**config.mk**
```make
export PLATFORM = sky130hd
export DESIGN_NAME = uart_rx_recovery_multidrop
export DESIGN_NICKNAME = d
export VERILOG_FILES = /design/src/verilog/uart_rx_pkg.sv /design/src/verilog/rx_line_sync.sv /design/src/verilog/uart_rx_recovery_multidrop.sv
export SDC_FILE = /design/constraint.sdc
export NUM_CORES = 1
export LEC_CHECK = 0
export BUFFER_PORTS_ARGS = -buffer_cell sky130_fd_sc_hd__buf_2
export CAP_MARGIN = 20
export CORE_MARGIN = 2
export CORE_UTILIZATION = 60
export CTS_CLUSTER_DIAMETER = 150
export DETAILED_ROUTE_END_ITERATION = 7
export GPL_ROUTABILITY_DRIVEN = 0
export PLACE_DENSITY = 0.9
export SLEW_MARGIN = 5
export SYNTH_ARGS = -nofsm -noshare
export SYNTH_HDL_FRONTEND = slang
export SYNTH_HIERARCHICAL = 1
export SYNTH_SLANG_ARGS = --single-unit
```
**constraint.sdc**
```tcl
create_clock -name clk_sys -period 3.3 [get_ports clk_sys]
set_input_delay 0.165 -clock clk_sys [delete_from_list [all_inputs] [get_ports clk_sys]]
set_output_delay 0.165 -clock clk_sys [all_outputs]
set_load 0.02 [all_outputs]
```
**src/verilog/uart_rx_pkg.sv**
```systemverilog
// package: constants, register map and carrier types for the serial receiver
package uart_rx_pkg;
   // apb register byte offsets
   localparam logic [7:0] ctrl_offset = 8'h00;
   localparam logic [7:0] status_offset = 8'h04;
   localparam logic [7:0] data_offset = 8'h08;
   localparam logic [7:0] divisor_offset = 8'h0c;
   // control field positions
   localparam int double_speed_pos = 0;
   localparam int filter_enable_pos = 1;
   localparam int size_code_lo_pos = 2;
   localparam int rx_enable_pos = 5;
   // values after reset
   localparam logic [15:0] divisor_reset = 16'h0000;
   localparam logic [2:0] size_code_reset = 3'h3;
   // sample counts and the nine-bit size code
   localparam logic [4:0] samples_normal = 5'h10;
   localparam logic [4:0] samples_double = 5'h08;
   localparam logic [4:0] vote_first_normal = 5'h08;
   localparam logic [4:0] vote_first_double = 5'h04;
   localparam logic [2:0] nine_bit_code = 3'h7;
   // received frame carrier
   typedef struct packed {
      logic frame_error;
      logic ninth_bit;
      logic [7:0] data;
   } rx_frame_t;
endpackage : uart_rx_pkg

```
**src/verilog/rx_line_sync.sv**
```systemverilog
// three-stage synchroniser for the receive pin with agreement check
`timescale 1ns/1ps
`default_nettype none
module rx_line_sync
(
   // clock and reset
   input wire logic clk_sys,
   input wire logic resetn,
   // raw pin and filtered level
   input wire logic rxd_pin,
   output logic rxd_level
);
   logic s1_q;
   logic s2_q;
   logic s3_q;

   // first stage read only by the second; level changes when 2 and 3 agree
   always_ff @(posedge clk_sys)
   begin
      if (!resetn)
      begin
         s1_q <= 1'b1;
         s2_q <= 1'b1;
         s3_q <= 1'b1;
         rxd_level <= 1'b1;
      end
      else
      begin
         s1_q <= rxd_pin;
         s2_q <= s1_q;
         s3_q <= s2_q;
         if (s2_q == s3_q)
            rxd_level <= s3_q;
      end
   end
endmodule : rx_line_sync
`default_nettype wire

```
**src/verilog/uart_rx_recovery_multidrop.sv**
```systemverilog
// serial receiver: start detect, majority vote, frame check, address filter
//
// The placing of the registers and the APB interface to the registers were chosen for this implementation.
`timescale 1ns/1ps
`default_nettype none
module uart_rx_recovery_multidrop
(
   // clock and reset
   input wire logic clk_sys,
   input wire logic resetn,
   // apb slave
   input wire logic psel,
   input wire logic penable,
   input wire logic pwrite,
   input wire logic [7:0] paddr,
   input wire logic [31:0] pwdata,
   output logic [31:0] prdata,
   output logic pready,
   output logic pslverr,
   // serial line
   input wire logic rxd_pin
);
   typedef enum logic [1:0] {st_idle, st_start, st_bits} rx_state_t;

   logic rxd_level;
   logic rxd_prev_q;
   logic [15:0] divisor_q;
   logic [15:0] div_cnt_q;
   logic tick;
   logic double_speed_q;
   logic filter_enable_q;
   logic rx_enable_q;
   logic [2:0] size_code_q;
   rx_state_t state_q;
   logic [4:0] sample_q;
   logic [3:0] bit_idx_q;
   logic [2:0] vote_q;
   logic [8:0] shift_q;
   uart_rx_pkg::rx_frame_t frame_q;
   logic rx_complete_q;
   logic overrun_q;
   logic frame_done;
   logic frame_keep;
   logic [3:0] data_bits;
   logic [4:0] spb;
   logic [4:0] vfirst;
   logic voted;
   logic setup_ok;
   logic data_read;
   logic bit_end;

   function automatic logic majority(input logic [2:0] v);
      majority = (v[0] & v[1]) | (v[0] & v[2]) | (v[1] & v[2]);
   endfunction : majority

   function automatic logic [3:0] size_bits(input logic [2:0] code);
      size_bits = (code == uart_rx_pkg::nine_bit_code) ? 4'h9
                : 4'(code[1:0]) + 4'h5;
   endfunction : size_bits

   rx_line_sync u_sync
   (
      .clk_sys(clk_sys),
      .resetn(resetn),
      .rxd_pin(rxd_pin),
      .rxd_level(rxd_level)
   );

   assign spb = double_speed_q ? uart_rx_pkg::samples_double
                               : uart_rx_pkg::samples_normal;
   assign vfirst = double_speed_q ? uart_rx_pkg::vote_first_double
                                  : uart_rx_pkg::vote_first_normal;
   assign data_bits = size_bits(size_code_q);
   assign voted = majority({vote_q[1:0], rxd_level});
   assign setup_ok = psel & ~penable;
   assign data_read = psel & penable & ~pwrite &
                      (paddr == uart_rx_pkg::data_offset);
   // last voting sample of a bit ends it early: allows a quick restart
   assign bit_end = tick & (sample_q == vfirst + 5'h2);

   // sample tick divider: one pulse every divisor+1 system clocks
   always_ff @(posedge clk_sys)
   begin
      if (!resetn || !rx_enable_q)
         div_cnt_q <= 16'h0000;
      else if (div_cnt_q >= divisor_q)
         div_cnt_q <= 16'h0000;
      else
         div_cnt_q <= div_cnt_q + 16'h0001;
   end
   assign tick = rx_enable_q & (div_cnt_q >= divisor_q);

   // receive state machine
   always_ff @(posedge clk_sys)
   begin
      if (!resetn || !rx_enable_q)
      begin
         state_q <= st_idle;
         sample_q <= 5'h00;
         bit_idx_q <= 4'h0;
         vote_q <= 3'h0;
         shift_q <= 9'h000;
         rxd_prev_q <= 1'b1;
      end
      else if (tick)
      begin
         rxd_prev_q <= rxd_level;
         unique case (state_q)
            st_idle:
            begin
               sample_q <= 5'h00;
               if (rxd_prev_q && !rxd_level)
               begin
                  state_q <= st_start;
                  sample_q <= 5'h01;
               end
            end
            st_start:
            begin
               sample_q <= sample_q + 5'h01;
               if (sample_q >= vfirst && sample_q <= vfirst + 5'h2)
                  vote_q <= {vote_q[1:0], rxd_level};
               if (sample_q == vfirst + 5'h2)
               begin
                  if (majority({vote_q[1:0], rxd_level}))
                  begin
                     state_q <= st_idle;
                     sample_q <= 5'h00;
                  end
                  else
                  begin
                     bit_idx_q <= 4'h0;
                     // cleared so short frames leave unused bits at zero
                     shift_q <= 9'h000;
                  end
               end
               if (sample_q == spb)
               begin
                  state_q <= st_bits;
                  sample_q <= 5'h01;
               end
            end
            st_bits:
            begin
               sample_q <= (sample_q == spb) ? 5'h01 : sample_q + 5'h01;
               if (sample_q >= vfirst && sample_q <= vfirst + 5'h2)
                  vote_q <= {vote_q[1:0], rxd_level};
               if (sample_q == spb)
                  bit_idx_q <= bit_idx_q + 4'h1;
               if (sample_q == vfirst + 5'h2 && bit_idx_q < data_bits)
                  shift_q[bit_idx_q] <= majority({vote_q[1:0], rxd_level});
               if (sample_q == vfirst + 5'h2 && bit_idx_q == data_bits)
               begin
                  state_q <= st_idle;
                  sample_q <= 5'h00;
                  rxd_prev_q <= 1'b1;
               end
            end
            default:
               state_q <= st_idle;
         endcase
      end
   end

   // stop bit voted this tick: frame ends, extra stop bits never examined
   assign frame_done = bit_end & (state_q == st_bits) &
                       (bit_idx_q == data_bits);
   // frame type: ninth bit for nine-bit frames, else the first stop bit
   assign frame_keep = !filter_enable_q ||
      ((size_code_q == uart_rx_pkg::nine_bit_code) ? shift_q[8]
       : majority({vote_q[1:0], rxd_level}));

   // receive holding register and flags; set beats the read clear
   always_ff @(posedge clk_sys)
   begin
      if (!resetn || !rx_enable_q)
      begin
         frame_q <= '0;
         rx_complete_q <= 1'b0;
         overrun_q <= 1'b0;
      end
      else if (frame_done && frame_keep)
      begin
         frame_q.data <= shift_q[7:0];
         frame_q.ninth_bit <= shift_q[8];
         frame_q.frame_error <= ~majority({vote_q[1:0], rxd_level});
         rx_complete_q <= 1'b1;
         overrun_q <= rx_complete_q & ~data_read;
      end
      else if (data_read)
      begin
         // the buffer is empty once read: its flags leave with the frame
         rx_complete_q <= 1'b0;
         frame_q.frame_error <= 1'b0;
         overrun_q <= 1'b0;
      end
   end

   // control register writes; filter enable alone steers only the receiver
   always_ff @(posedge clk_sys)
   begin
      if (!resetn)
      begin
         double_speed_q <= 1'b0;
         filter_enable_q <= 1'b0;
         rx_enable_q <= 1'b0;
         size_code_q <= uart_rx_pkg::size_code_reset;
         divisor_q <= uart_rx_pkg::divisor_reset;
      end
      else if (psel && penable && pwrite)
      begin
         if (paddr == uart_rx_pkg::ctrl_offset)
         begin
            double_speed_q <= pwdata[uart_rx_pkg::double_speed_pos];
            filter_enable_q <= pwdata[uart_rx_pkg::filter_enable_pos];
            rx_enable_q <= pwdata[uart_rx_pkg::rx_enable_pos];
            size_code_q <= pwdata[uart_rx_pkg::size_code_lo_pos +: 3];
         end
         if (paddr == uart_rx_pkg::divisor_offset)
            divisor_q <= pwdata[15:0];
      end
   end

   // apb: no wait states, read data registered in the setup cycle
   always_ff @(posedge clk_sys)
   begin
      if (!resetn)
      begin
         pready <= 1'b0;
         pslverr <= 1'b0;
         prdata <= 32'h00000000;
      end
      else
      begin
         pready <= setup_ok;
         pslverr <= setup_ok & (paddr[1:0] != 2'h0 ||
                   paddr > uart_rx_pkg::divisor_offset);
         if (setup_ok && !pwrite)
         begin
            unique case (paddr)
               uart_rx_pkg::ctrl_offset:
                  prdata <= {26'h0, rx_enable_q, size_code_q,
                             filter_enable_q, double_speed_q};
               uart_rx_pkg::status_offset:
                  prdata <= {29'h0, overrun_q, frame_q.frame_error,
                             rx_complete_q};
               uart_rx_pkg::data_offset:
                  prdata <= {23'h0, frame_q.ninth_bit, frame_q.data};
               uart_rx_pkg::divisor_offset:
                  prdata <= {16'h0, divisor_q};
               default:
                  prdata <= 32'h00000000;
            endcase
         end
      end
   end

   AST_FRAME_ERR: assert property (@(posedge clk_sys) disable iff (!resetn)
      frame_done && frame_keep |=> frame_q.frame_error == $past(~voted))
      else $error("frame error does not follow stop bit");
   AST_RXC_SET: assert property (@(posedge clk_sys) disable iff (!resetn)
      frame_done && frame_keep |=> rx_complete_q)
      else $error("receive complete not set");
   AST_FILTER: assert property (@(posedge clk_sys) disable iff (!resetn)
      frame_done && !frame_keep && !data_read |=> $stable(rx_complete_q) &&
      $stable(frame_q))
      else $error("filtered frame reached buffer");
   AST_NOISE: assert property (@(posedge clk_sys) disable iff (!resetn)
      tick && state_q == st_start && sample_q == vfirst + 5'h2 &&
      majority({vote_q[1:0], rxd_level}) |=> state_q == st_idle)
      else $error("noise start not rejected");
   AST_IDLE_CNT: assert property (@(posedge clk_sys) disable iff (!resetn)
      state_q == st_idle && $past(state_q) == st_idle |-> sample_q == 5'h00)
      else $error("counter runs while idle");
   AST_CNT_RANGE: assert property (@(posedge clk_sys) disable iff (!resetn)
      sample_q <= spb)
      else $error("sample counter past bit length");
   AST_REARM: assert property (@(posedge clk_sys) disable iff (!resetn)
      frame_done |=> state_q == st_idle)
      else $error("not ready after stop vote");
   AST_START_GO: assert property (@(posedge clk_sys) disable iff (!resetn)
      tick && state_q == st_idle && rxd_prev_q && !rxd_level
      |=> state_q == st_start && sample_q == 5'h01)
      else $error("start detection missed");
endmodule : uart_rx_recovery_multidrop
`default_nettype wire

```
== Word-level counts from Yosys, hierarchy flattened ==
Cells that the tools add are included.
Word-level totals
  register bits: 111
  input port bits: 46
  output and inout port bits: 34
  word-level logic and storage cells: 140
Operators by class
  add/subtract/negate cells: 5
  magnitude comparators: 7
  eq/ne operators: 18
  mux-type cells: 35
  bitwise logic cells: 19
  reductions and logical operators: 32
Operators with widths (count)
  $pmux 16 s4: 1
  $mux 5: 6
  $mux 9: 3
  $mux 4: 5
  $pmux 9 s2: 1
  $add 16x1->16 const B: 1
  $eq 8x4->1 const B: 2
  $ge 16x16->1: 1
  $pmux 5 s3: 1
  $reduce_and 5->1: 3
  $and 1x1->1: 13
  $ne 2x2->1 const B: 6
  $eq 5x5->1: 2
  $mux 2: 5
  $bwmux 9: 1
  $logic_and 1x1->1: 9
  $mux 1: 9
  $eq 8x3->1 const B: 1
  $gt 8x4->1 const B: 1
  $logic_not 8->1: 1
  $pmux 4 s2: 1
  $ne 3x3->1 const B: 2
  $pmux 2 s3: 1
  $reduce_and 2->1: 3
  other kinds (24): 37

== Depth between registers and ports, before layout ==
Gate-level depths: netlist (run 1).
  depth after elaboration: 8
  mapped depth: 10

== By module ==
The synthesis (run 1) kept the hierarchy.
By module, submodules not included
  uart_rx_recovery_multidrop: times used 1, cells each 574, area each 4998.5 um^2
  rx_line_sync: times used 1, cells each 10, area each 112.6 um^2

== Worst setup path after synthesis (run 1) ==
No wires, ideal clock.
  path kind: register -> register
  from: register divisor_q[10]
  to: register vote_q[0]
  arrival: 2189 ps
  slack: 1039 ps
  cell stages (with the launch flop): 10
  buffers on the path: 1
  clock period less this slack: 2261 ps
  path through: dfxtp_1 inv_1 ha_1 and4_1 nand2_1 or4_4 and3_1 buf_6 nor3_4 mux2i_1
Between the ends
  longest elaborated chain between the ends: 3
Ends and longest elaborated chain
  start, declared: RTL line uart_rx_recovery_multidrop.sv:27  | logic [15:0] divisor_q;
  start signal, assigned: RTL line uart_rx_recovery_multidrop.sv:208  | divisor_q <= uart_rx_pkg::divisor_reset;
  start signal, assigned: RTL line uart_rx_recovery_multidrop.sv:220  | divisor_q <= pwdata[15:0];
  $ge 16x16->1: RTL line uart_rx_recovery_multidrop.sv:91  | assign tick = rx_enable_q & (div_cnt_q >= divisor_q);
  $and 1x1->1: RTL line uart_rx_recovery_multidrop.sv:91
  $reduce_and 3->1 (no line)
  end signal, assigned: RTL line uart_rx_recovery_multidrop.sv:122  | vote_q <= {vote_q[1:0], rxd_level};
  end signal, assigned: RTL line uart_rx_recovery_multidrop.sv:147  | vote_q <= {vote_q[1:0], rxd_level};
  end, declared: RTL line uart_rx_recovery_multidrop.sv:37  | logic [2:0] vote_q;
No other way between the ends.
A chain may end at the register's enable or synchronous reset.

== Final worst setup path (run 1) ==
  from: register divisor_q[10]
  to: register frame_q[0] (netlist bit)
Between the ends
  longest elaborated chain between the ends: 6
Ends and longest elaborated chain
  $ge 16x16->1: RTL line uart_rx_recovery_multidrop.sv:91
  $and 1x1->1: RTL line uart_rx_recovery_multidrop.sv:91
  $and 1x1->1: RTL line uart_rx_recovery_multidrop.sv:79  | assign bit_end = tick & (sample_q == vfirst + 5'h2);
  $and 1x1->1 (2 in a row): RTL line uart_rx_recovery_multidrop.sv:166  | assign frame_done = bit_end & (state_q == st_bits) &
  $logic_and 1x1->1: RTL line uart_rx_recovery_multidrop.sv:182  | else if (frame_done && frame_keep)
  end, declared: RTL line uart_rx_recovery_multidrop.sv:39  | uart_rx_pkg::rx_frame_t frame_q;
No other way between the ends.

==> impl_metrics.yaml, run 1 <==
die:
  dieArea_um2: 9270
  die_h_um: 96.3
  start_util: 0.622
  rows: 33
  die_w_um: 96.3
  core_um2: 8220
  ios: 80
grt:
  first_global_vias: 4132
  gr-total-overflow: 0
  antenna_found_initial: 0
  grt_first_pass_wirelength_mm: 19.3
  groute.usage.overall: 0.266
  grt_max_degree: 45
worst_setup_path:
  start_kind: "register"
  cp.arrival_ns: 3.12
  rr_endpoint: "frame_q[0]$_SDFFE_PP0P_"
  rr_worst_depth: 8
  rrSetupSlack_ns: 0.47
  crit_type: "register to register"
  r2r-start: "divisor_q[10]$_SDFFE_PN0P_"
  cp-end-kind: "register"
  critPathMaxFanout: 9
  required_ns: 3.59
drt:
  viasPerCell: 6.02
  wl_mm: 12.0
  dr.pass1.iters: 5
  ant_nets: 0
  wl_per_cell_um: 16.4
  drc: 0
  vias: 4422
  drt_iter0_markers: 282
run:
  drv_cap: 0
synth:
  async_flop_share: 0
  synth-seq-cells: 95
  syn_area_um2: 5110
  synth.largest_area_cell: "dfxtp_1"
  synth_cell_types: 59
  syn-instance-count: 584
  synthDominantCellAreaShare: 0.372
  synth_most_common_cell: "dfxtp_1"
  synth_top_flop_cell: "dfxtp_1"
  ys_warn_count: 6
  yosys-top-cells-area: "dfxtp_1 (37%), ha_1 (8.6%), nand2_1 (6.5%)"
  synth_common_cells: "dfxtp_1 (95), nand2_1 (88), ha_1 (35), inv_1 (35), nor2_1 (35)"
  synth-edff-count: 0
  yosysSeqAreaShare: 0.372
  avgSynthCellArea_um2: 8.75
clock_tree:
  cts_resized: 0
  clk_pin_slew_ns: 0.12
  insertion_delay_ns: 0.37
  cts_tree: "yes"
  ctsHoldBuffers: 1
  cts_buffers: 9
  cts_max_level: 3
  cts.sinks: 95
  clockRootBuffer: "clkbuf_8"
  cts_max_path_buffers: 2
  cts_setup_buffers: 0
min_path:
  holdPathEnd: "divisor_q[13]$_SDFFE_PN0P_"
  hp-class: "input port to register"
  hold_depth: 3
  holdCritStartpoint: "pwdata[13]"
sta:
  skew_ns: 0.0201
  worst_pin_slew_ns: 0.965
  finalSetupTns_ns: 0
  max_slew_margin: 0.351
  slew_viol_final: 0
  rsz0062_at_grt: "no"
  min_period_ns: 2.83
  period_share: 0.859
  fmax_mhz: 353
  finalHoldViolations: 0
  setup_viol: 0
  hold_ws_ns: 0.0381
final_layout:
  n_antenna_cell: 0
  fillers: 602
  drive_above_1_share: 0.137
  fin_nets: 705
  fin_area_um2: 5580
  area_delta_synth_final_pct: 9.08
  fin_cells: 734
placement:
  portBuffers: 47
  postPlaceCellArea_um2: 5350
  dpl.hpwl_mm: 8.93
  dp.cells: 717
power_and_ir_drop:
  powerDensity_nw_per_um2: 371
  ir_drop_mv: 0.207
  power.leakage_nw: 2.09
  p_total_mw: 2.07
outcome:
  outcome: "complete, no violations"
## cell families after synthesis
logic type | after synthesis | synth area share
AND/OR/NAND/NOR | 238 | 0.246
flip-flops | 95 | 0.372
AO/OA/AOI/OAI | 92 | 0.129
buffers and inverters | 77 | 0.0737
adder cells (fa/ha/maj) | 36 | 0.0876
multiplexers | 30 | 0.0661
XOR/XNOR | 15 | 0.0257
other | 1 | 0.000734
## worst max-delay path, stage by stage, from the launching register on
cell	delay, ns
dfxtp_1	0.40
inv_1	0.09
ha_1	0.31
and4_1	0.26
nand2_1	0.07
or4_4	0.56
nand3_1	0.31
and3_1	0.52
mux2i_1	0.23
## report_power, final
group	internal, mW	switching (mW)	leakage, nW
logic	0.0276	0.0468	1.21
clock network	0.376	0.466	0.112
registers	1.15	0.000890	0.766
total	1.55	0.514	2.09
## through the flow
stage / setup WS [ns] / utilization
2_1_floorplan: 1.04 / -
3_3_place_gp: 0.599 / 0.651
3_5_place_dp: 0.559 / 0.651
4_1_cts: 0.499 / 0.679
5_1_grt: 0.330 / 0.679
6_report: 0.465 / 0.679
## cell type report
| class | count | area, um2 | share of cell area |
|---|---|---|---|
| clock inverter | 7 | 92.6 | 0.0166 |
| inverter | 35 | 131 | 0.0236 |
| clock buffer | 9 | 124 | 0.0222 |
| tap | 105 | 131 | 0.0236 |
| multi-input combinational | 427 | 2890 | 0.518 |
| timing repair buffer | 56 | 305 | 0.0548 |
| sequential | 95 | 1900 | 0.341 |
## registers in the layout, indices dropped and copies added, names as in the netlist
register	count
bit_idx_q	4
div_cnt_q	16
divisor_q	16
double_speed_q	1
filter_enable_q	1
frame_q	10
overrun_q	1
prdata	16
pready	1
pslverr	1
rx_complete_q	1
rx_enable_q	1
rxd_prev_q	1
sample_q	5
shift_q	9
size_code_q	3
state_q	2
u_sync/rxd_level	1
u_sync/s1_q	1
u_sync/s2_q	1
u_sync/s3_q	1
vote_q	2
## cell usage in the layout, fill, tap and decap left out, types with 4 or more instances in the layout
master / instances
dfxtp_1: 95
nand2_1: 88
buf_2: 47
inv_1: 35
nor2_1: 35
ha_1: 35
mux2i_1: 27
nor2b_1: 23
nand3_1: 22
o21ai_0: 18
a21boi_0: 16
conb_1: 16
and4_1: 14
a22oi_1: 13
a21oi_1: 11
nor3_1: 10
xnor2_1: 10
clkbuf_8: 9
and3_1: 8
o2bb2ai_1: 8
buf_4: 8
nand4_1: 6
nand2b_1: 6
xor2_1: 5
inv_8: 4
## per-layer routing
metal / vias to the layer above / track usage / wire length (um)
li1: 2087 / - / -
met5: - / 0 / 0
met4: 0 / 0.108 / 278
met2: 185 / 0.454 / 5910
met1: 2120 / 0.339 / 5090
met3: 30 / 0.0352 / 775
## worst max-delay path by stage
stage | start | end | slack, ns | depth (start not counted)
detailed placement | divisor_q[13]$_SDFFE_PN0P_ | frame_q[4]$_SDFFE_PP0P_ | 0.56 | 8
floorplan | divisor_q[10]$_SDFFE_PN0P_ | vote_q[0]$_SDFFE_PP0P_ | 1.04 | 9
CTS | divisor_q[10]$_SDFFE_PN0P_ | frame_q[4]$_SDFFE_PP0P_ | 0.50 | 8
global route | divisor_q[10]$_SDFFE_PN0P_ | frame_q[9]$_SDFFE_PP0P_ | 0.33 | 8
global placement | divisor_q[13]$_SDFFE_PN0P_ | frame_q[9]$_SDFFE_PP0P_ | 0.60 | 8
finish | divisor_q[10]$_SDFFE_PN0P_ | frame_q[0]$_SDFFE_PP0P_ | 0.47 | 8
(Power assumes the default switching activity.)
==> run 2: changes to the inputs <==
==> constraint.sdc (replaced) <==
create_clock -name clk_sys -period 3.3 [get_ports clk_sys]
set_input_delay 0.66 -clock clk_sys [delete_from_list [all_inputs] [get_ports clk_sys]]
set_output_delay 0.66 -clock clk_sys [all_outputs]
set_load 0.02 [all_outputs]
==> impl_metrics.yaml, run 2 (synthesized netlist as in run 1, its figures left out) <==
sta:
  skew_ns: 0.0163
  min_period_ns: 2.86
  fmax_mhz: 350
  worst_pin_slew_ns: 0.953
  setup_viol: 0
  rsz0062_at_grt: "no"
  finalSetupTns_ns: 0
  max_slew_margin: 0.359
  period_share: 0.866
  finalHoldViolations: 0
  slew_viol_final: 0
  hold_ws_ns: 0.421
die:
  rows: 33
  ios: 80
  die_h_um: 96.3
  core_um2: 8220
  start_util: 0.622
  die_w_um: 96.3
  dieArea_um2: 9270
power_and_ir_drop:
  p_int_mw: 1.49
  combPwrFrac: 0.037
  seq_power_share: 0.577
  clockPowerShare: 0.386
  power.leakage_nw: 2.07
  ir_drop_mv: 0.240
  switching_power_mw: 0.502
  p_sw_frac: 0.252
  powerDensity_nw_per_um2: 359
worst_setup_path:
  rrSetupSlack_ns: 0.44
  rr_worst_depth: 9
  cp-end-kind: "register"
  crit_type: "register to register"
  rr_endpoint: "frame_q[5]$_SDFFE_PP0P_"
  critPathMaxFanout: 20
  start_kind: "register"
  r2r-start: "divisor_q[11]$_SDFFE_PN0P_"
  cp.arrival_ns: 3.15
  required_ns: 3.59
min_path:
  holdCritStartpoint: "u_sync/s1_q$_SDFF_PN1_"
  holdPathEnd: "u_sync/s2_q$_SDFF_PN1_"
  hp-class: "register to register"
  hold_depth: 1
clock_tree:
  cts_max_level: 3
  cts.sinks: 95
  cts_setup_buffers: 0
  clockRootBuffer: "clkbuf_8"
  clk_pin_slew_ns: 0.11
  cts_max_path_buffers: 2
  insertion_delay_ns: 0.38
  cts_tree: "yes"
  ctsHoldBuffers: 0
  cts_buffers: 9
  cts_resized: 0
drt:
  wl_mm: 11.9
  drc: 0
  drt_iter0_markers: 365
  viasPerCell: 5.89
  wl_per_cell_um: 16.2
  vias: 4319
  ant_nets: 0
  dr.pass1.iters: 5
grt:
  grt_first_pass_wirelength_mm: 19.1
  groute.usage.overall: 0.264
  grt_max_degree: 45
  antenna_found_initial: 0
  gr-total-overflow: 0
  first_global_vias: 4041
final_layout:
  top_regs: "div_cnt_q: 16 flops, divisor_q: 16 flops, prdata: 16 flops"
  fin_nets: 704
  mostFrequentLayoutCell: "dfxtp_1"
  fin_util: 0.675
  layout_common_cells: "dfxtp_1 (95), nand2_1 (88), buf_2 (47)"
  area_delta_synth_final_pct: 8.47
  drive_above_1_share: 0.137
  n_antenna_cell: 0
run:
  drv_cap: 0
placement:
  dpl.hpwl_mm: 8.52
  portBuffers: 47
outcome:
  outcome: "complete, no violations"
-- run 2: cell types whose count changed in the layout (fill, tap and decap cells not counted) --
cell and change:
inv_8 -2, inv_6 +2, bufinv_16 -1, clkbuf_8 +1, dlygate4sd3_1 -1
-- run 2: critical path: stages, from the launching register on --
cell,delay (ns)
dfxtp_1,0.41
inv_1,0.06
ha_1,0.31
and4_1,0.24
nand2_1,0.07
or4_4,0.56
nand3_1,0.10
buf_4,0.23
and3_1,0.51
mux2i_1,0.27
-- run 2: cell type report --
cell class	count	area (um2)
timing repair buffer	55	295
multi-input combinational	427	2890
fill	605	2670
sequential	95	1900
clock inverter	6	57.6
clock buffer	10	138
inverter	35	131
tap	105	131
-- run 2: worst max path at each step --
stage                          startpoint                      end  slack, ns  cells past startpoint
2_1_floorplan  divisor_q[10]$_SDFFE_PN0P_   vote_q[0]$_SDFFE_PP0P_       1.04                      9
5_1_grt        divisor_q[11]$_SDFFE_PN0P_  frame_q[4]$_SDFFE_PP0P_       0.30                      9
3_3_place_gp   divisor_q[13]$_SDFFE_PN0P_  frame_q[6]$_SDFFE_PP0P_       0.62                      9
6_report       divisor_q[11]$_SDFFE_PN0P_  frame_q[5]$_SDFFE_PP0P_       0.44                      9
4_1_cts        divisor_q[11]$_SDFFE_PN0P_  frame_q[5]$_SDFFE_PP0P_       0.47                      9
3_5_place_dp   divisor_q[13]$_SDFFE_PN0P_   overrun_q$_SDFFE_PP0P_       0.57                      9
-- run 2: power by group through the flow --
stage	combinational, mW	clock (mW)	sequential (mW)
after global routing	0.0783	0.816	1.15
final	0.0734	0.769	1.15
after CTS	0.0721	0.769	1.15
after floorplan	0.0586	0	1.18
after detailed placement	0.0718	0	1.18
after global placement	0.0701	0	1.18
-- run 2: per-stage QoR --
| stage | power (mW) | area (um2) | setup WS, ns | instances |
|---|---|---|---|---|
| final | 1.99 | 5540 | 0.441 | 733 |
| after floorplan | 1.24 | 5170 | 1.04 | 599 |
| after global routing | 2.04 | 5540 | 0.299 | 733 |
| after CTS | 1.99 | 5540 | 0.474 | 733 |
| after detailed placement | 1.25 | 5350 | 0.568 | 717 |
| after global placement | 1.25 | 5350 | 0.620 | 717 |
-- run 2: routing by layer --
layer,vias to the layer above,track usage,wire [um]
met5,-,0,0
met4,0,0.101,225
met3,25,0.0493,752
met2,177,0.429,5720
met1,2034,0.347,5170
li1,2083,-,-
==> run 3: changes to the inputs <==
CELL_PAD_IN_SITES_DETAIL_PLACEMENT = 2   (was not set)
CELL_PAD_IN_SITES_GLOBAL_PLACEMENT = 2   (was not set)
CORE_UTILIZATION = 37   (was 60)
PLACE_DENSITY = 0.91   (was 0.9)
==> impl_metrics.yaml, run 3 (synthesized netlist as in run 1, its figures left out) <==
outcome:
  outcome: "complete, no violations"
clock_tree:
  clockRootBuffer: "clkbuf_16"
  insertion_delay_ns: 0.36
  clk_pin_slew_ns: 0.08
  cts_setup_buffers: 0
  cts_max_level: 3
  cts_tree: "yes"
  cts_max_path_buffers: 2
  ctsHoldBuffers: 0
  cts_resized: 0
  cts_buffers: 9
  cts.sinks: 95
sta:
  worst_pin_slew_ns: 0.760
  finalHoldViolations: 0
  setup_viol: 0
  hold_ws_ns: 0.443
  min_period_ns: 3.12
  skew_ns: 0.0135
  fmax_mhz: 320
  max_slew_margin: 0.490
  slew_viol_final: 0
  finalSetupTns_ns: 0
  rsz0062_at_grt: "no"
  period_share: 0.946
  setup_ws_ns: 0.179
drt:
  drt_iter0_markers: 240
  viasPerCell: 5.75
  wl_mm: 19.1
  ant_nets: 0
  vias: 4641
  wl_per_cell_um: 23.7
  dr.pass1.iters: 5
  drc: 0
die:
  start_util: 0.383
  rows: 42
  dieArea_um2: 14800
  core_um2: 13300
  die_h_um: 122
  ios: 80
  die_w_um: 122
power_and_ir_drop:
  combPwrFrac: 0.033
  power.leakage_nw: 2.13
  p_sw_frac: 0.262
  ir_drop_mv: 0.281
  seq_power_share: 0.494
  powerDensity_nw_per_um2: 403
  p_int_mw: 1.72
  switching_power_mw: 0.610
  clockPowerShare: 0.473
grt:
  first_global_vias: 5171
  groute.usage.overall: 0.266
  antenna_found_initial: 0
  grt_first_pass_wirelength_mm: 29.6
  gr-total-overflow: 0
  grt_max_degree: 45
worst_setup_path:
  cp_common_cell: "nand2_1"
  crit_chain: "ha_1, nand2_1, nand2_1, ha_1, and4b_1, nand2_1, a311oi_1, and3_1, mux2i_1"
  crit_family: "simple AND/OR/NAND/NOR gates"
  rrSetupSlack_ns: 0.18
  critPathMaxFanout: 9
  required_ns: 3.58
  crit_type: "register to register"
  start_kind: "register"
  critical_path_buf_inv_count: 0
  crit_slowest_cell: "and3_1"
  slowest_delay_ns: 0.63
  cp.arrival_ns: 3.40
  cp-end-kind: "register"
final_layout:
  layout_common_cells: "dfxtp_1 (95), nand2_1 (88), buf_2 (47)"
  drive_above_1_share: 0.141
  fillers: 1485
  area_delta_synth_final_pct: 12.7
  n_antenna_cell: 0
  top_regs: "div_cnt_q: 16 flops, divisor_q: 16 flops, prdata: 16 flops"
  fin_nets: 707
  mostFrequentLayoutCell: "dfxtp_1"
run:
  drv_cap: 0
placement:
  portBuffers: 47
  dpl.hpwl_mm: 12.7
  pre_cts_ws_ns: 0.390
min_path:
  hp-class: "register to register"
-- run 3: cell count changes in the layout (fill, tap and decap cells not counted) --
| cell | change |
|---|---|
| clkbuf_8 | -10 |
| clkinv_8 | +1 |
| inv_8 | +2 |
| clkinvlp_4 | +2 |
| inv_6 | -3 |
| clkbuf_16 | +9 |
| clkinv_4 | -1 |
| buf_4 | +3 |
-- run 3: path summary, 6_finish.rpt --
path	endpoint	from	cells after the start
max	frame_q[3]$_SDFFE_PP0P_	size_code_q[0]$_SDFFE_PN1P_	9
min	u_sync/s2_q$_SDFF_PN1_	u_sync/s1_q$_SDFF_PN1_	1
max reg2reg	frame_q[3]$_SDFFE_PP0P_	size_code_q[0]$_SDFFE_PN1P_	9
min reg2reg	u_sync/s2_q$_SDFF_PN1_	u_sync/s1_q$_SDFF_PN1_	1
-- run 3: worst register-to-register path, delay by kind of cell (launching register included) --
family | cells | cell delay [ns]
simple gates | 5 | 1.22
fa+ha+maj | 2 | 0.57
flops | 1 | 0.36
mux | 1 | 0.29
compound gates | 1 | 0.60
-- run 3: through the flow --
step	total power, mW	instances	util	area (um2)
after floorplan	1.24	599	-	5170
after global placement	1.25	791	0.409	5460
after detailed placement	1.25	791	0.409	5460
after CTS	2.33	807	0.432	5760
after global routing	2.38	807	0.432	5760
final	2.32	807	0.432	5760
-- run 3: cell type report --
cell class,instances,area [um2],area share
Clock buffer,9,225,0.0391
Clock inverter,7,76.3,0.0132
Inverter,35,131,0.0228
Multi-Input combinational cell,427,2890,0.501
Sequential cell,95,1900,0.330
Tap cell,176,220,0.0382
Timing Repair Buffer,58,318,0.0552
-- run 3: power groups by stage --
| stage | Clock [mW] | Sequential [mW] | Combinational [mW] |
|---|---|---|---|
| final | 1.10 | 1.15 | 0.0768 |
| after global placement | 0 | 1.18 | 0.0721 |
| after floorplan | 0 | 1.18 | 0.0586 |
| after global routing | 1.15 | 1.15 | 0.0817 |
| after detailed placement | 0 | 1.18 | 0.0746 |
| after CTS | 1.10 | 1.15 | 0.0761 |
-- run 3: metal layers --
metal  up-vias  GRT usage  wire length [um]
li1       2082          -                 -
met1      2365      0.309              7680
met2       147      0.484              9910
met3        47     0.0375               831
met4         0      0.123               694
met5         -          0                 0
